**config.mk**
```make
export PLATFORM = sky130hd
export DESIGN_NAME = ris_sequencer
export DESIGN_NICKNAME = d
export VERILOG_FILES = /design/src/hw/ris_pkg.sv /design/src/hw/ris_sequencer.sv
export SDC_FILE = /design/constraint.sdc
export NUM_CORES = 1
export LEC_CHECK = 0
export BUFFER_PORTS_ARGS = -buffer_cell sky130_fd_sc_hd__buf_4
export CORE_MARGIN = 10
export CORE_UTILIZATION = 40
export DETAILED_ROUTE_END_ITERATION = 8
export GPL_TIMING_DRIVEN = 0
export PLACE_DENSITY = 0.73
export RECOVER_POWER = 50
export SLEW_MARGIN = 20
export SYNTH_ARGS = -nofsm -noshare
export SYNTH_HDL_FRONTEND = slang
export SYNTH_SLANG_ARGS = --single-unit
```
**constraint.sdc**
```tcl
create_clock -name sys_clk_i -period 3.3 [get_ports sys_clk_i]
set_clock_uncertainty 0.2 [all_clocks]
set_input_delay 0.33 -clock sys_clk_i [delete_from_list [all_inputs] [get_ports sys_clk_i]]
set_output_delay 0.33 -clock sys_clk_i [all_outputs]
set_load 0.05 [all_outputs]
```
**src/hw/ris_pkg.sv**
```systemverilog
// Constants and carrier types for the reset and interrupt sequencer
package ris_pkg;
    // Reset pin timing in bus clock cycles
    localparam int RST_DRIVE_CYC = 16;
    localparam int RST_HOLD_CYC = 16;
    // Vector table and initial core state
    localparam logic [15:0] VEC_TOP = 16'hFFFE;
    localparam logic [15:0] SP_INIT = 16'h00FF;
    localparam int VEC_MON_BIT = 8;
    localparam int CCR_I_BIT = 3;
    localparam logic [7:0] CCR_INIT = 8'h08;
    localparam logic [6:0] CODE_RESET = 7'h00;
    localparam logic [6:0] CODE_TRAP = 7'h01;
    // Software register map, byte addresses
    localparam logic [3:0] REG_CTRL = 4'h0;
    localparam logic [3:0] REG_STATUS = 4'h4;
    localparam logic [3:0] REG_SP = 4'h8;
    localparam logic [3:0] REG_VEC = 4'hC;
    localparam int CTRL_SWRST_BIT = 0;
    localparam int CTRL_CLRSRC_BIT = 1;
    localparam int STAT_SRC_BIT = 0;
    localparam int STAT_MON_BIT = 1;
    localparam int STAT_I_BIT = 2;
    localparam int STAT_WAIT_BIT = 3;
    localparam int STAT_STOP_BIT = 4;
    localparam int STAT_STATE_LSB = 8;

    typedef enum logic [3:0] {
        RIS_RUN = 4'h0,
        RIS_PINDRV = 4'h1,
        RIS_RSTHOLD = 4'h2,
        RIS_EXTRST = 4'h3,
        RIS_VECTOR = 4'h4,
        RIS_PUSH = 4'h5,
        RIS_PULL = 4'h6,
        RIS_WAIT = 4'h7,
        RIS_STOP = 4'h8
    } ris_state_t;

    // Core registers exchanged with the execution unit
    typedef struct packed {
        logic [15:0] pc;
        logic [7:0] acc;
        logic [7:0] idx_lo;
    } ris_core_t;

    // One memory access per cycle
    typedef struct packed {
        logic [15:0] addr;
        logic [7:0] wdata;
        logic wr;
        logic rd;
    } ris_mem_t;
endpackage

```
**src/hw/ris_sequencer.sv**
```systemverilog
// Reset and interrupt sequencer of an 8-bit processor core
`timescale 1ns/1ps
module ris_sequencer
    import ris_pkg::*;
(
    // Clock and reset
    input wire logic sys_clk_i,
    input wire logic rst_n_i,
    // Bidirectional reset pin and internal reset
    input wire logic rst_pin_i,
    output logic rst_pin_o,
    output logic rst_pin_oe_n_o,
    output logic int_rst_o,
    input wire logic int_rst_req_i,
    // Mode straps, asynchronous
    input wire logic irq_hv_i,
    input wire logic port_x_i,
    input wire logic port_y_i,
    // Execution unit
    input wire ris_pkg::ris_core_t core_i,
    input wire logic instr_last_i,
    input wire logic trap_fetch_i,
    input wire logic rti_i,
    input wire logic clear_mask_op_i,
    input wire logic tap_i,
    input wire logic sei_i,
    input wire logic wait_i,
    input wire logic stop_i,
    output logic core_run_o,
    output logic clk_run_o,
    output ris_pkg::ris_core_t restore_o,
    output logic pc_ld_o,
    output logic regs_ld_o,
    output logic [15:0] sp_o,
    output logic [7:0] idx_hi_o,
    output logic [7:0] flag_register_o,
    // Requests from the system integration unit
    input wire logic periph_request_line_i,
    input wire logic [6:0] req_code_i,
    input wire logic stop_wake_i,
    // Memory port
    output ris_pkg::ris_mem_t mem_o,
    input wire logic [7:0] mem_rdata_i,
    // Register port
    input wire logic [3:0] reg_addr_i,
    input wire logic [31:0] reg_wdata_i,
    input wire logic reg_wr_i,
    input wire logic reg_rd_i,
    output logic [31:0] reg_rdata_o
);
    import ris_pkg::*;

    ris_state_t state_reg, state_next;
    logic [3:0] cnt_reg, cnt_next;
    logic [15:0] sp_reg, sp_next, pc_stk_reg, pc_stk_next;
    logic [7:0] idx_hi_reg, idx_hi_next, ccr_reg, ccr_next;
    logic [7:0] buf_reg, buf_next;
    logic [6:0] code_reg, code_next;
    logic mon_reg, mon_next, src_reg, src_next;
    logic lock_reg, lock_next, req_q_reg, req_q_next;
    logic pin_prev_reg, pin_prev_next;
    ris_mem_t mem_reg, mem_next;
    ris_core_t rest_reg, rest_next;
    logic pc_ld_reg, pc_ld_next, regs_ld_reg, regs_ld_next;
    logic [31:0] rdata_reg, rdata_next;
    logic pin_s1, pin_s2, hv_s1, hv_s2, px_s1, px_s2;
    logic py_s1, py_s2, wk_s1, wk_s2;
    logic take, swrst, in_rst;
    logic [6:0] take_code;
    logic [15:0] take_pc, vec_addr;

    // Asynchronous pins cross on two flops
    always_ff @(posedge sys_clk_i) begin
        pin_s1 <= rst_pin_i;
        pin_s2 <= pin_s1;
        hv_s1 <= irq_hv_i;
        hv_s2 <= hv_s1;
        px_s1 <= port_x_i;
        px_s2 <= px_s1;
        py_s1 <= port_y_i;
        py_s2 <= py_s1;
        wk_s1 <= stop_wake_i;
        wk_s2 <= wk_s1;
    end

    assign in_rst = (state_reg == RIS_PINDRV) ||
                    (state_reg == RIS_RSTHOLD) ||
                    (state_reg == RIS_EXTRST);

    // async assert
    // Raw pin gates reset so it acts with no clock running
    assign int_rst_o = !rst_pin_i || in_rst;
    assign rst_pin_o = 1'b0;
    assign rst_pin_oe_n_o = (state_reg != RIS_PINDRV);
    assign core_run_o = (state_reg == RIS_RUN);
    assign clk_run_o = (state_reg != RIS_STOP);
    assign restore_o = rest_reg;
    assign pc_ld_o = pc_ld_reg;
    assign regs_ld_o = regs_ld_reg;
    assign sp_o = sp_reg;
    assign idx_hi_o = idx_hi_reg;
    assign flag_register_o = ccr_reg;
    assign mem_o = mem_reg;
    assign reg_rdata_o = rdata_reg;

    always_comb begin
        vec_addr = VEC_TOP - {8'h00, code_reg, 1'b0};
        if (mon_reg) begin
            vec_addr[VEC_MON_BIT] = 1'b0;
        end
    end

    always_comb begin
        state_next = state_reg;
        cnt_next = cnt_reg;
        sp_next = sp_reg;
        pc_stk_next = pc_stk_reg;
        idx_hi_next = idx_hi_reg;
        ccr_next = ccr_reg;
        buf_next = buf_reg;
        code_next = code_reg;
        mon_next = mon_reg;
        src_next = src_reg;
        lock_next = lock_reg;
        rest_next = rest_reg;
        mem_next = '0;
        pc_ld_next = 1'b0;
        regs_ld_next = 1'b0;
        rdata_next = '0;
        take = 1'b0;
        take_code = CODE_TRAP;
        take_pc = core_i.pc;
        swrst = 1'b0;
        req_q_next = periph_request_line_i;
        pin_prev_next = pin_s2;

        if (pin_s2 && !pin_prev_reg) begin
            mon_next = hv_s2 && px_s2 && !py_s2;
        end

        if (reg_wr_i && reg_addr_i == REG_CTRL) begin
            swrst = reg_wdata_i[CTRL_SWRST_BIT];
            if (reg_wdata_i[CTRL_CLRSRC_BIT]) begin
                src_next = 1'b0;
            end
        end
        if (reg_rd_i) begin
            case (reg_addr_i)
                REG_STATUS: begin
                    rdata_next[STAT_SRC_BIT] = src_reg;
                    rdata_next[STAT_MON_BIT] = mon_reg;
                    rdata_next[STAT_I_BIT] = ccr_reg[CCR_I_BIT];
                    rdata_next[STAT_WAIT_BIT] = (state_reg == RIS_WAIT);
                    rdata_next[STAT_STOP_BIT] = (state_reg == RIS_STOP);
                    rdata_next[STAT_STATE_LSB +: 4] = state_reg;
                end
                REG_SP: rdata_next[15:0] = sp_reg;
                REG_VEC: rdata_next[6:0] = code_reg;
                default: rdata_next = '0;
            endcase
        end

        if (trap_fetch_i) begin
            lock_next = 1'b1;
        end

        case (state_reg)
            RIS_RUN: begin
                if (clear_mask_op_i) begin
                    ccr_next[CCR_I_BIT] = 1'b0;
                end
                if (tap_i) begin
                    ccr_next = core_i.acc;
                end
                if (sei_i) begin
                    ccr_next[CCR_I_BIT] = 1'b1;
                end
                if (instr_last_i) begin
                    if (lock_reg || trap_fetch_i) begin
                        take = 1'b1;
                    end else if (req_q_reg && !ccr_reg[CCR_I_BIT]) begin
                        take = 1'b1;
                        take_code = req_code_i;
                        take_pc = core_i.pc - 16'h0001;
                    end else if (rti_i) begin
                        state_next = RIS_PULL;
                        cnt_next = '0;
                    end else if (wait_i) begin
                        state_next = RIS_WAIT;
                    end else if (stop_i) begin
                        state_next = RIS_STOP;
                    end
                end
            end
            RIS_WAIT: begin
                if (req_q_reg && !ccr_reg[CCR_I_BIT]) begin
                    take = 1'b1;
                    take_code = req_code_i;
                    take_pc = core_i.pc - 16'h0001;
                end
            end
            RIS_STOP: begin
                if (wk_s2 && req_q_reg && !ccr_reg[CCR_I_BIT]) begin
                    take = 1'b1;
                    take_code = req_code_i;
                    take_pc = core_i.pc - 16'h0001;
                end
            end
            RIS_PUSH: begin
                mem_next.wr = 1'b1;
                mem_next.addr = sp_reg;
                sp_next = sp_reg - 16'h0001;
                cnt_next = cnt_reg + 4'h1;
                case (cnt_reg)
                    4'h0: mem_next.wdata = pc_stk_reg[7:0];
                    4'h1: mem_next.wdata = pc_stk_reg[15:8];
                    4'h2: mem_next.wdata = core_i.idx_lo;
                    4'h3: mem_next.wdata = core_i.acc;
                    default: mem_next.wdata = ccr_reg;
                endcase
                if (cnt_reg == 4'h4) begin
                    ccr_next[CCR_I_BIT] = 1'b1;
                    state_next = RIS_VECTOR;
                    cnt_next = '0;
                end
            end
            RIS_VECTOR: begin
                cnt_next = cnt_reg + 4'h1;
                if (cnt_reg == 4'h0) begin
                    mem_next.rd = 1'b1;
                    mem_next.addr = vec_addr;
                end else if (cnt_reg == 4'h1) begin
                    mem_next.rd = 1'b1;
                    mem_next.addr = vec_addr | 16'h0001;
                end else if (cnt_reg == 4'h2) begin
                    // Read data trail the registered strobe by a cycle
                    buf_next = mem_rdata_i;
                end else begin
                    rest_next.pc = {buf_reg, mem_rdata_i};
                    pc_ld_next = 1'b1;
                    lock_next = 1'b0;
                    state_next = RIS_RUN;
                    cnt_next = '0;
                end
            end
            RIS_PULL: begin
                cnt_next = cnt_reg + 4'h1;
                if (cnt_reg < 4'h5) begin
                    mem_next.rd = 1'b1;
                    mem_next.addr = sp_reg + 16'h0001;
                    sp_next = sp_reg + 16'h0001;
                end
                // Each byte lands two cycles after its read is issued
                case (cnt_reg)
                    4'h2: ccr_next = mem_rdata_i;
                    4'h3: rest_next.acc = mem_rdata_i;
                    4'h4: rest_next.idx_lo = mem_rdata_i;
                    4'h5: buf_next = mem_rdata_i;
                    4'h6: begin
                        rest_next.pc = {buf_reg, mem_rdata_i};
                        pc_ld_next = 1'b1;
                        regs_ld_next = 1'b1;
                        state_next = RIS_RUN;
                        cnt_next = '0;
                    end
                    default: ;
                endcase
            end
            RIS_PINDRV: begin
                cnt_next = cnt_reg + 4'h1;
                if (cnt_reg == 4'(RST_DRIVE_CYC - 1)) begin
                    state_next = RIS_RSTHOLD;
                    cnt_next = '0;
                end
            end
            RIS_RSTHOLD: begin
                cnt_next = cnt_reg + 4'h1;
                if (cnt_reg == 4'(RST_HOLD_CYC - 1)) begin
                    cnt_next = '0;
                    if (!pin_s2) begin
                        state_next = RIS_EXTRST;
                    end else begin
                        src_next = 1'b1;
                        state_next = RIS_VECTOR;
                        code_next = CODE_RESET;
                    end
                end
            end
            RIS_EXTRST: begin
                cnt_next = '0;
                if (pin_s2) begin
                    state_next = RIS_VECTOR;
                    code_next = CODE_RESET;
                end
            end
            default: begin
                state_next = RIS_EXTRST;
                cnt_next = '0;
            end
        endcase

        if (take) begin
            state_next = RIS_PUSH;
            cnt_next = '0;
            code_next = take_code;
            pc_stk_next = take_pc;
        end

        if (!in_rst) begin
            if (!pin_s2) begin
                state_next = RIS_EXTRST;
                cnt_next = '0;
            end else if (int_rst_req_i || swrst) begin
                state_next = RIS_PINDRV;
                cnt_next = '0;
            end
        end
        if (state_next == RIS_PINDRV || state_next == RIS_RSTHOLD ||
            state_next == RIS_EXTRST) begin
            sp_next = SP_INIT;
            idx_hi_next = 8'h00;
            ccr_next = CCR_INIT;
            lock_next = 1'b0;
            code_next = CODE_RESET;
            mem_next = '0;
        end
    end

    always_ff @(posedge sys_clk_i) begin
        if (!rst_n_i) begin
            state_reg <= RIS_EXTRST;
            cnt_reg <= '0;
            sp_reg <= SP_INIT;
            pc_stk_reg <= '0;
            idx_hi_reg <= 8'h00;
            ccr_reg <= CCR_INIT;
            buf_reg <= 8'h00;
            code_reg <= CODE_RESET;
            mon_reg <= 1'b0;
            src_reg <= 1'b0;
            lock_reg <= 1'b0;
            req_q_reg <= 1'b0;
            pin_prev_reg <= 1'b0;
            mem_reg <= '0;
            rest_reg <= '0;
            pc_ld_reg <= 1'b0;
            regs_ld_reg <= 1'b0;
            rdata_reg <= '0;
        end else begin
            state_reg <= state_next;
            cnt_reg <= cnt_next;
            sp_reg <= sp_next;
            pc_stk_reg <= pc_stk_next;
            idx_hi_reg <= idx_hi_next;
            ccr_reg <= ccr_next;
            buf_reg <= buf_next;
            code_reg <= code_next;
            mon_reg <= mon_next;
            src_reg <= src_next;
            lock_reg <= lock_next;
            req_q_reg <= req_q_next;
            pin_prev_reg <= pin_prev_next;
            mem_reg <= mem_next;
            rest_reg <= rest_next;
            pc_ld_reg <= pc_ld_next;
            regs_ld_reg <= regs_ld_next;
            rdata_reg <= rdata_next;
        end
    end
endmodule // ris_sequencer

```
=== After elaboration in Yosys (flattened, before gate mapping) ===
Index checks and enable logic that the tools add are counted.

* Multiplexer cells: 103
* $lt $le $gt $ge: 1
* $add $sub $neg: 5
* Bitwise logic cells: 2
* Equal/unequal tests: 35
* Reduce and logical (&&, ||, !) cells: 41

{| class="wikitable"
|+ Operators with widths
! cell !! count
|-
| 16-bit 2-to-1 mux || 12
|-
| 4-bit 2-to-1 mux || 32
|-
| 16-bit case mux with 3 select lines || 2
|-
| 16-bit case mux with 2 select lines || 2
|-
| 7-bit 2-to-1 mux || 7
|-
| 8-bit 2-to-1 mux || 5
|-
| 4-bit by 3-bit equality test with 1-bit output (second input constant) || 8
|-
| 4-bit case mux with 8 select lines || 1
|-
| 8-bit case mux with 4 select lines || 1
|-
| 16-bit by 1-bit subtractor with 16-bit output (second input constant) || 2
|-
| 1-bit 2-to-1 mux || 27
|-
| 4-bit by 2-bit equality test with 1-bit output (second input constant) || 6
|-
| 4-bit case mux with 6 select lines || 1
|-
| 7-bit case mux with 3 select lines || 1
|-
| 16-bit by 1-bit adder with 16-bit output (second input constant) || 1
|-
| 4-bit equality test (second input constant) || 4
|-
| 2-bit inequality test (second input constant) || 8
|-
| 4-bit case mux with 2 select lines || 2
|-
| 8-bit case mux with 2 select lines || 1
|-
| 5-bit case mux with 3 select lines || 1
|-
| 7-bit case mux with 2 select lines || 1
|-
| 4-bit by 1-bit equality test with 1-bit output (second input constant) || 3
|-
| 4-bit logical NOT || 3
|-
| 2-bit AND reduction || 6
|-
| 23 further kinds || 50
|}

* Output and inout bits: 129
* Bits in registers: 170
* Word-level logic and storage cells: 222
* Bits of input ports: 102

=== Depth between registers and ports, before layout ===
Gate-level depths: netlist (run 1).

* Depth after elaboration: 15
* Mapped depth: 11
* Depth with buffers taken out: 8

=== Worst setup path after synthesis (run 1) ===
Ideal clock, no wire load.

* Kind: register -> register
* Start point: reg state_reg[0]
* End point: reg ccr_reg[3] (netlist: flag_register_o[3])
* Cell stages (with the launch flop): 11
* Slack: 0.733 ns
* Library setup time: 0.122 ns
* Path buffers: 3
* Data required time: 2.978 ns
* Period minus slack after synthesis: 2.567 ns
* Data arrival time: 2.245 ns
* Cell sequence: dfxtp_1 > buf_6 > or4_4 > clkinv_2 > nand3b_2 > a21bo_1 > buf_6 > a41oi_2 > a41oi_2 > buf_6 > a311o_1

* Elaborated cells between the ends (all ways): 44
* Those cells by class: eq/ne (14); mux (21); reduce/logical (9)

{| class="wikitable"
|+ RTL lines
! element !! RTL line !! text
|-
| start: declaration || ris_sequencer.sv:53 || <nowiki>ris_state_t state_reg, state_next;</nowiki>
|-
| start signal: assignment || ris_sequencer.sv:350 || <nowiki>state_reg <= state_next;</nowiki>
|-
| 4-bit logical NOT * || - ||
|-
| via core_run_o || ris_sequencer.sv:29 || <nowiki>output logic core_run_o,</nowiki>
|-
| 4-bit case mux with 8 select lines / 1-bit case mux with 3 select lines (equally long branches) || ris_sequencer.sv:167 || <nowiki>case (state_reg)</nowiki>
|-
| 4-bit 2-to-1 mux || ris_sequencer.sv:302 || <nowiki>if (take) begin</nowiki>
|-
| 4-bit 2-to-1 mux || ris_sequencer.sv:313 || <nowiki>end else if (int_rst_req_i || swrst) begin</nowiki>
|-
| 4-bit 2-to-1 mux || ris_sequencer.sv:310 || <nowiki>if (!pin_s2) begin</nowiki>
|-
| 4-bit 2-to-1 mux || ris_sequencer.sv:309 || <nowiki>if (!in_rst) begin</nowiki>
|-
| 4-bit by 1-bit equality test with 1-bit output / 4-bit by 2-bit equality test with 1-bit output (equally long branches) || ris_sequencer.sv:318 || <nowiki>if (state_next == RIS_PINDRV || state_next == RIS_RSTHOLD ||</nowiki>
|-
| 1-bit logical OR (2 in series) || ris_sequencer.sv:318 ||
|-
| 2-bit OR reduction (no source line) || - ||
|-
| end signal: assignment || ris_sequencer.sv:355 || <nowiki>ccr_reg <= ccr_next;</nowiki>
|-
| end: declaration || ris_sequencer.sv:56 || <nowiki>logic [7:0] idx_hi_reg, idx_hi_next, ccr_reg, ccr_next;</nowiki>
|}

The timed path passes the listed nets; every way through them passes the cells marked *.
A chain may end at the register's enable or synchronous reset.

=== Worst setup path in the final report (run 1) ===
* Start point: reg state_reg[2]
* End point: reg sp_reg[7] (netlist: sp_o[7])

* Longest elaborated chain between the ends: 15
* Elaborated cells between the ends (all ways): 42
* Those cells by class: eq/ne (12); mux (21); reduce/logical (9)

{| class="wikitable"
|+ RTL lines
! element !! RTL line !! text
|-
| 4-bit 2-to-1 mux || ris_sequencer.sv:190 || <nowiki>end else if (stop_i) begin</nowiki>
|-
| 4-bit 2-to-1 mux || ris_sequencer.sv:188 || <nowiki>end else if (wait_i) begin</nowiki>
|-
| 4-bit 2-to-1 mux || ris_sequencer.sv:185 || <nowiki>end else if (rti_i) begin</nowiki>
|-
| 4-bit 2-to-1 mux || ris_sequencer.sv:181 || <nowiki>end else if (req_q_reg && !ccr_reg[CCR_I_BIT]) begin</nowiki>
|-
| 4-bit 2-to-1 mux || ris_sequencer.sv:179 || <nowiki>if (lock_reg || trap_fetch_i) begin</nowiki>
|-
| 4-bit 2-to-1 mux || ris_sequencer.sv:178 || <nowiki>if (instr_last_i) begin</nowiki>
|-
| 4-bit case mux with 8 select lines || ris_sequencer.sv:167 ||
|-
| 4-bit 2-to-1 mux || ris_sequencer.sv:302 ||
|-
| 4-bit 2-to-1 mux || ris_sequencer.sv:313 ||
|-
| 4-bit 2-to-1 mux || ris_sequencer.sv:310 ||
|-
| 4-bit 2-to-1 mux || ris_sequencer.sv:309 ||
|-
| 4-bit by 1-bit equality test with 1-bit output / 4-bit by 2-bit equality test with 1-bit output (equally long branches) || ris_sequencer.sv:318 ||
|-
| 1-bit logical OR (2 in series) || ris_sequencer.sv:318 ||
|-
| 2-bit OR reduction (no source line) || - ||
|-
| end signal: assignment || ris_sequencer.sv:352 || <nowiki>sp_reg <= sp_next;</nowiki>
|-
| end: declaration || ris_sequencer.sv:55 || <nowiki>logic [15:0] sp_reg, sp_next, pc_stk_reg, pc_stk_next;</nowiki>
|}

Parallel ways exist; a longest one is shown, timed or not.

==> metrics.md, run 1 <==
| Metric | Value |
|---|---|
| DP Worst Slack | `0.3417 ns` |
| Synthesized area per cell | `8.307 um^2` |
| Fin nets | `1,271` |
| First DRT Iteration DRCs | `703` |
| Mapped Area | `7734 um^2` |
| Setup TNS | `0 ns` |
| GRT Residual Overflow | `0` |
| Syn Inst Count | `931` |
| Finished Core Util | `0.5184` |
| Crit-path slowest cell | `nor2_1` |
| Wire per inst | `18.48 um` |
| Final setup vio count | `0` |
| Post-DRT Antenna Nets | `0` |
| Top cells by area, synth | `dfxtp_1 (40%), a21oi_1 (4.5%), nor2_1 (4.3%), nand2_1 (3.8%), mux2i_1 (3.5%)` |
| Number of flip-flops under the largest register name | `32` |
| CTS buffer count | `17` |
| Die span in y | `159.0 um` |
| Ant. Diodes | `0` |
| Achievable Freq | `328.0 MHz` |
| DR vias | `7,704` |
| Final min period | `3.048 ns` |
| R2R Path Start | `state_reg[2]` |
| Input/output buffers | `172` |
| Cell Rows | `50` |
| CTS tree | `yes` |
| Max Cap Viol | `0` |
| Count of warnings emitted by yosys | `0` |
| Final hold vios | `0` |
| Drt pass-1 iters | `5` |
| Final HPWL DP | `20,150 um` |
| Number of synthesized flops with an enable pin | `0` |
| Pwr/cell area | `604.8 nW/um^2` |
| Post-CTS setup buffers | `0` |
| Drt total wl | `26,500 um` |
| Clk pin slew, worst setup/hold paths | `0.07 ns` |
| Area fraction of the dominant cell type after synthesis | `0.3986` |
| Most common cell in the netlist | `dfxtp_1` |
| Top post-synthesis cells by count | `dfxtp_1 (154), nor2_1 (88), nand2_1 (78), a21oi_1 (69), clkbuf_1 (49)` |
| Met1 wire length | `11,720 um` |
| Clk sinks | `154` |
| Rel. slew slack | `0.4017` |
| Clock latency on the worst-skew pair | `0.42 ns` |
| Worst vdd ir | `0.3645 mV` |
| Global-route wire length before repair | `41,220 um` |
| Core Box Area | `18,890 um^2` |
| Worst Setup Start Kind | `register` |
| FF+latch count, synth | `154` |
| Period utilisation layout | `0.9238` |
| Crit end category | `register` |
| Reg2reg setup slack | `0.25 ns` |
| Worst-path maximum fanout | `10` |
| Delay of the slowest cell on the worst path | `0.66 ns` |
| Slew Viols, Final | `0` |
| Synth async-reset ratio | `0` |
| Initial antenna violation count | `0` |
| CTS H-tree lvls | `4` |
| Critical path data arrival time | `3.16 ns` |
| Ports | `231` |
| Total Routing Usage GR | `0.1993` |
| DRC viols | `0` |
| Via count of the first global-routing pass | `7,459` |
| Unrepaired setup endpoints after global routing | `false` |
| Required time of the critical path | `3.41 ns` |
| Critical Setup Path Class | `register to register` |
| Vias/cell | `5.372` |
| Hold_sp | `core_i[28]` |
| Hold Path Sink | `pc_stk_reg[12]` |
| Post-synthesis sequential area ratio | `0.3986` |
| Clock buffer depth | `2` |
| Hold depth | `3` |
| Worst Tran Pin Value | `0.8951 ns` |
| Setup ws final | `0.2516 ns` |
| Synth Flop Type | `dfxtp_1` |
| Initial core utilization | `0.4093` |
| HP Class | `primary input to register` |
| Largest net degree at the start of global routing | `17` |
| Routability cong. | `0.9353` |
| Met2 routed WL | `12,410 um` |
| Synthesis-to-finish area growth | `26.65%` |
| Yosys top cell by area | `dfxtp_1` |
| Status | `complete, no violations` |
| Synth cell types | `72` |
| Leak | `0.003751 uW` |
| Met3 Wirelength | `1756 um` |
| Capturing point of the worst reg2reg path | `sp_o[7]` |
| Root Driver | `clkbuf_16` |
| Top Layer Used | `met4` |
| Die width | `159.0 um` |
| Die area | `25,300 um^2` |
| Crit-path cells | `buf_2 -> clkbuf_1 -> nand2b_1 -> nor2_1 -> nor2_1 -> clkbuf_1 -> o21ai_0 -> or3b_1` |
| Share of post-route cells with drive strength above 1 | `0.1431` |
| Worst R2R Path Depth | `8` |
through the flow:
step,std cells,total power (uW),hold WS [ns],area [um^2]
2_1_floorplan,955,3415,0.1096,7824
3_3_place_gp,1387,3991,0.1102,9440
3_5_place_dp,1387,3996,0.1132,9440
4_1_cts,1434,5958,0.001240,10180
5_1_grt,1434,6195,0.01277,9794
6_report,1434,5924,0.01223,9794
worst max-delay path by stage:
stage	from	to	cells after the start
floorplan	state_reg[0]	flag_register_o[3]	10
CTS	state_reg[2]	sp_o[7]	8
global placement	state_reg[2]	sp_o[7]	8
finish	state_reg[2]	sp_o[7]	8
detailed placement	state_reg[2]	sp_o[7]	8
global route	state_reg[2]	sp_o[7]	8
area by class of cell:
cell class | count | area [um^2]
Fill cell | 1934 | 9099
Multi-Input combinational cell | 690 | 4158
Sequential cell | 154 | 3083
Timing Repair Buffer | 187 | 1059
Buffer | 98 | 533.0
Clock buffer | 21 | 450.4
Tap cell | 260 | 325.3
Clock inverter | 11 | 136.4
Inverter | 13 | 50.05
layout by cell type, fill, tap and decap left out, types with 5 or more instances in the layout:
cell type	netlist	layout
xnor2_1	9	9
nand4_1	5	5
nor2_1	88	88
a21oi_1	69	69
nand2_1	78	78
a21boi_0	22	22
xor2_1	9	9
and2_1	14	11
nor3_1	26	26
nand2b_1	21	21
a311oi_2	8	8
buf_4	26	90
o211ai_1	5	5
buf_6	7	7
clkbuf_1	49	154
nand3_1	42	42
o32ai_1	6	6
ha_1	8	8
clkbuf_4	0	6
a22oi_1	34	34
nor2b_1	36	36
mux2i_1	27	27
a31oi_1	14	14
and3_1	7	7
dlygate4sd3_1	0	15
conb_1	1	25
buf_2	12	12
nor4_1	14	14
clkbuf_16	0	17
or3_1	6	6
inv_1	12	12
dfxtp_1	154	154
a21o_1	5	5
o22ai_1	6	6
o21ai_0	47	47
where the power goes:
| group | switching (uW) | internal [uW] | leakage, uW |
|---|---|---|---|
| registers | 73.8 | 1940 | 0.00125 |
| clock network | 808 | 1150 | 0.000279 |
| logic | 1320 | 636 | 0.00223 |
per-layer routing:
layer	up-vias	global-route usage
met5	-	0
met4	0	0.06318
met3	42	0.04596
met2	330	0.3233
met1	3588	0.2561
li1	3744	-
critical path, delay by kind of cell (launching register included):
kind / cells / cell delay, ns
buffers and inverters: 3 / 0.85
flip-flops: 1 / 0.32
AO/OA/AOI/OAI: 1 / 0.20
AND/OR/NAND/NOR: 4 / 1.36
kinds of logic (layout without fill, tap and decap cells):
logic type | Yosys count | after routing | share of synthesized area
fa+ha+maj | 8 | 8 | 0.01294
xor+xnor | 18 | 18 | 0.02039
other cells | 1 | 25 | 0.0004849
flops | 154 | 154 | 0.3986
simple gates | 365 | 365 | 0.2412
mux | 31 | 31 | 0.04077
compound gates | 243 | 243 | 0.2102
buf+inv | 111 | 330 | 0.07539
what timing repair did:
action | in CTS | in global routing
hold buffers | 15 | 0
endpoints found under the hold margin | 15 | 0
gates resized for setup | 0 | 0
Power figures use the tool's default switching activity.
==> run 2: changes to the inputs <==
- CTS_BUF_LIST: unset -> sky130_fd_sc_hd__clkbuf_8
==> run 2 against run 1 <==
Against the previous run: critical path depth unchanged; cell count increased by 1.1%; setup slack improved by 0.0055 ns; design area decreased by 0.28%; sequential power about the same; fmax increased by 0.18%; hold slack improved by 0.0028 ns; die area unchanged; total power decreased by 8.4%; sequential share of layout area increased by 0.089 points; first-iteration DRC count increased by 1.3%; critical endpoint unchanged; highest routed layer unchanged.
==> metrics.md, run 2 (synthesized netlist as in run 1, its figures left out) <==
| Metric | Value |
|---|---|
| Fin nets | `1,287 (was 1,271)` |
| Most frequent cells in the layout | `dfxtp_1 (154), clkbuf_1 (150), buf_4 (91), nor2_1 (88), nand2_1 (78) (was clkbuf_1 (154), dfxtp_1 (154), buf_4 (90), nor2_1 (88), nand2_1 (78))` |
| Critical Setup Path Class | `register to register (unchanged)` |
| Rel. slew slack | `0.4064 (was 0.4017)` |
| # fillers | `1,936 (was 1,934)` |
| Die area | `25,300 um^2 (unchanged)` |
| Largest net degree at the start of global routing | `17 (unchanged)` |
| DR vias | `7,706 (was 7,704)` |
| Routability cong. | `0.9353 (unchanged)` |
| Critical path data arrival time | `3.19 ns (was 3.16 ns)` |
| Final hold vios | `0 (unchanged)` |
| Unrepaired setup endpoints after global routing | `false (unchanged)` |
| Final setup vio count | `0 (unchanged)` |
| Initial antenna violation count | `0 (unchanged)` |
| Design Power | `5429 uW (was 5924 uW)` |
| First DRT Iteration DRCs | `712 (was 703)` |
| Input/output buffers | `172 (unchanged)` |
| Ant. Diodes | `0 (unchanged)` |
| Synthesis-to-finish area growth | `26.29% (was 26.65%)` |
| GRT Residual Overflow | `0 (unchanged)` |
| CTS buffer count | `17 (unchanged)` |
| Crit end category | `register (unchanged)` |
| Reg2reg setup slack | `0.26 ns (was 0.25 ns)` |
| Number of flip-flops under the largest register name | `32 (unchanged)` |
| Ports | `231 (unchanged)` |
| Seq. cell area | `3083 um^2 (unchanged)` |
| Core Box Area | `18,890 um^2 (unchanged)` |
| DRC viols | `0 (unchanged)` |
| Total Routing Usage GR | `0.2012 (was 0.1993)` |
| Setup TNS | `0 ns (unchanged)` |
| Initial core utilization | `0.4093 (unchanged)` |
| CTS tree | `yes (unchanged)` |
| Crit-path slowest cell | `nor2_1 (unchanged)` |
| Fin Hold WS | `0.01503 ns (was 0.01223 ns)` |
| Final HPWL DP | `20,150 um (unchanged)` |
| Root Driver | `clkbuf_8 (was clkbuf_16)` |
| Clk pin slew, worst setup/hold paths | `0.10 ns (was 0.07 ns)` |
| Worst-path maximum fanout | `10 (unchanged)` |
| Vias/cell | `5.314 (was 5.372)` |
| Drt pass-1 iters | `5 (unchanged)` |
| Worst Setup Start Kind | `register (unchanged)` |
| Clk sinks | `154 (unchanged)` |
| Slew Viols, Final | `0 (unchanged)` |
| Die span in y | `159.0 um (unchanged)` |
| Finished Core Util | `0.5170 (was 0.5184)` |
| Clock buffer depth | `2 (unchanged)` |
| Max Cap Viol | `0 (unchanged)` |
| HP Class | `primary input to register (unchanged)` |
| Drt total wl | `26,590 um (was 26,500 um)` |
| Pwr/cell area | `555.8 nW/um^2 (was 604.8 nW/um^2)` |
| Post-DRT Antenna Nets | `0 (unchanged)` |
| Share of post-route cells with drive strength above 1 | `0.1420 (was 0.1431)` |
| Required time of the critical path | `3.45 ns (was 3.41 ns)` |
| Via count of the first global-routing pass | `7,584 (was 7,459)` |
| Worst vdd ir | `0.3651 mV (was 0.3645 mV)` |
| Multi-input logic area | `4158 um^2 (unchanged)` |
| Delay of the slowest cell on the worst path | `0.65 ns (was 0.66 ns)` |
| Setup ws final | `0.2571 ns (was 0.2516 ns)` |
| Status | `complete, no violations (unchanged)` |
| Commonest non-fill, non-tap cell in the layout | `dfxtp_1` |
| Achievable Freq | `328.6 MHz (was 328.0 MHz)` |
| Global-route wire length before repair | `41,760 um (was 41,220 um)` |
| Period utilisation layout | `0.9221 (was 0.9238)` |
| DP Worst Slack | `0.3417 ns (unchanged)` |
| Crit-path cells | `buf_2 -> clkbuf_1 -> nand2b_1 -> nor2_1 -> nor2_1 -> clkbuf_1 -> o21ai_0 -> or3b_1 (unchanged)` |
| Final min period | `3.043 ns (was 3.048 ns)` |
| Cell Rows | `50 (unchanged)` |
| Die width | `159.0 um (unchanged)` |
| Clock latency on the worst-skew pair | `0.46 ns (was 0.42 ns)` |
| Worst Tran Pin Value | `0.8880 ns (was 0.8951 ns)` |
| Wire per inst | `18.34 um (was 18.48 um)` |
| Leak | `0.003747 uW (was 0.003751 uW)` |
| CTS H-tree lvls | `4 (unchanged)` |
run 2: changes by cell type in the layout (fill, tap and decap cells not counted), sizes merged:
cell         previous run  this run
clkbuf                178       174
inv                    15        18
dlygate4sd3            15        31
buf                   113       114
run 2: timing repair:
| item | in CTS | in global routing |
|---|---|---|
| hold buffers | 30 | 1 |
| endpoints found under the hold margin | 43 | 1 |
| gates resized for setup | 0 | 0 |
| buffers inserted | 0 | 0 |
run 2: worst paths after layout:
check | from | end | depth (start not counted)
setup reg to reg | state_reg[2] | sp_o[7] | 8
setup / recovery | state_reg[2] | sp_o[7] | 8
hold / removal | core_i[20] | pc_stk_reg[4] | 3
hold reg to reg | pin_s1 | pin_prev_next | 0
run 2: metal layers:
metal | up-vias | part of all wire | global-route usage
met5 | - | 0 | 0
li1 | 3767 | - | -
met4 | 0 | 0.021 | 0.05939
met1 | 3585 | 0.44 | 0.2577
met2 | 311 | 0.47 | 0.3311
met3 | 43 | 0.069 | 0.04415
run 2: report_power, final:
group          internal, uW  leakage [uW]  total, uW  switching [uW]
clock                   695      0.000204       1440             748
sequential             1940       0.00125       2010            74.7
combinational           648       0.00230       1970            1330
run 2: stage by stage:
stage	area, um^2	cells
finish	9767	1450
global placement	9440	1387
global route	9767	1450
CTS	10140	1449
detailed placement	9440	1387
floorplan	7824	955
run 2: cell type report:
class                   instances  area share
plain buffers                  98     0.05457
clock buffers                  18     0.02537
clock inverters                14     0.01512
inverters                      13    0.005124
multi-input cells             690      0.4257
flip-flops and latches        154      0.3157
well taps                     260     0.03331
repair buffers                203      0.1252
run 2: critical path: cells and delay by family, from the launching register on:
family          cells  cell delay [ns]
compound gates      1             0.20
buf+inv             3             0.86
flops               1             0.33
simple gates        4             1.36
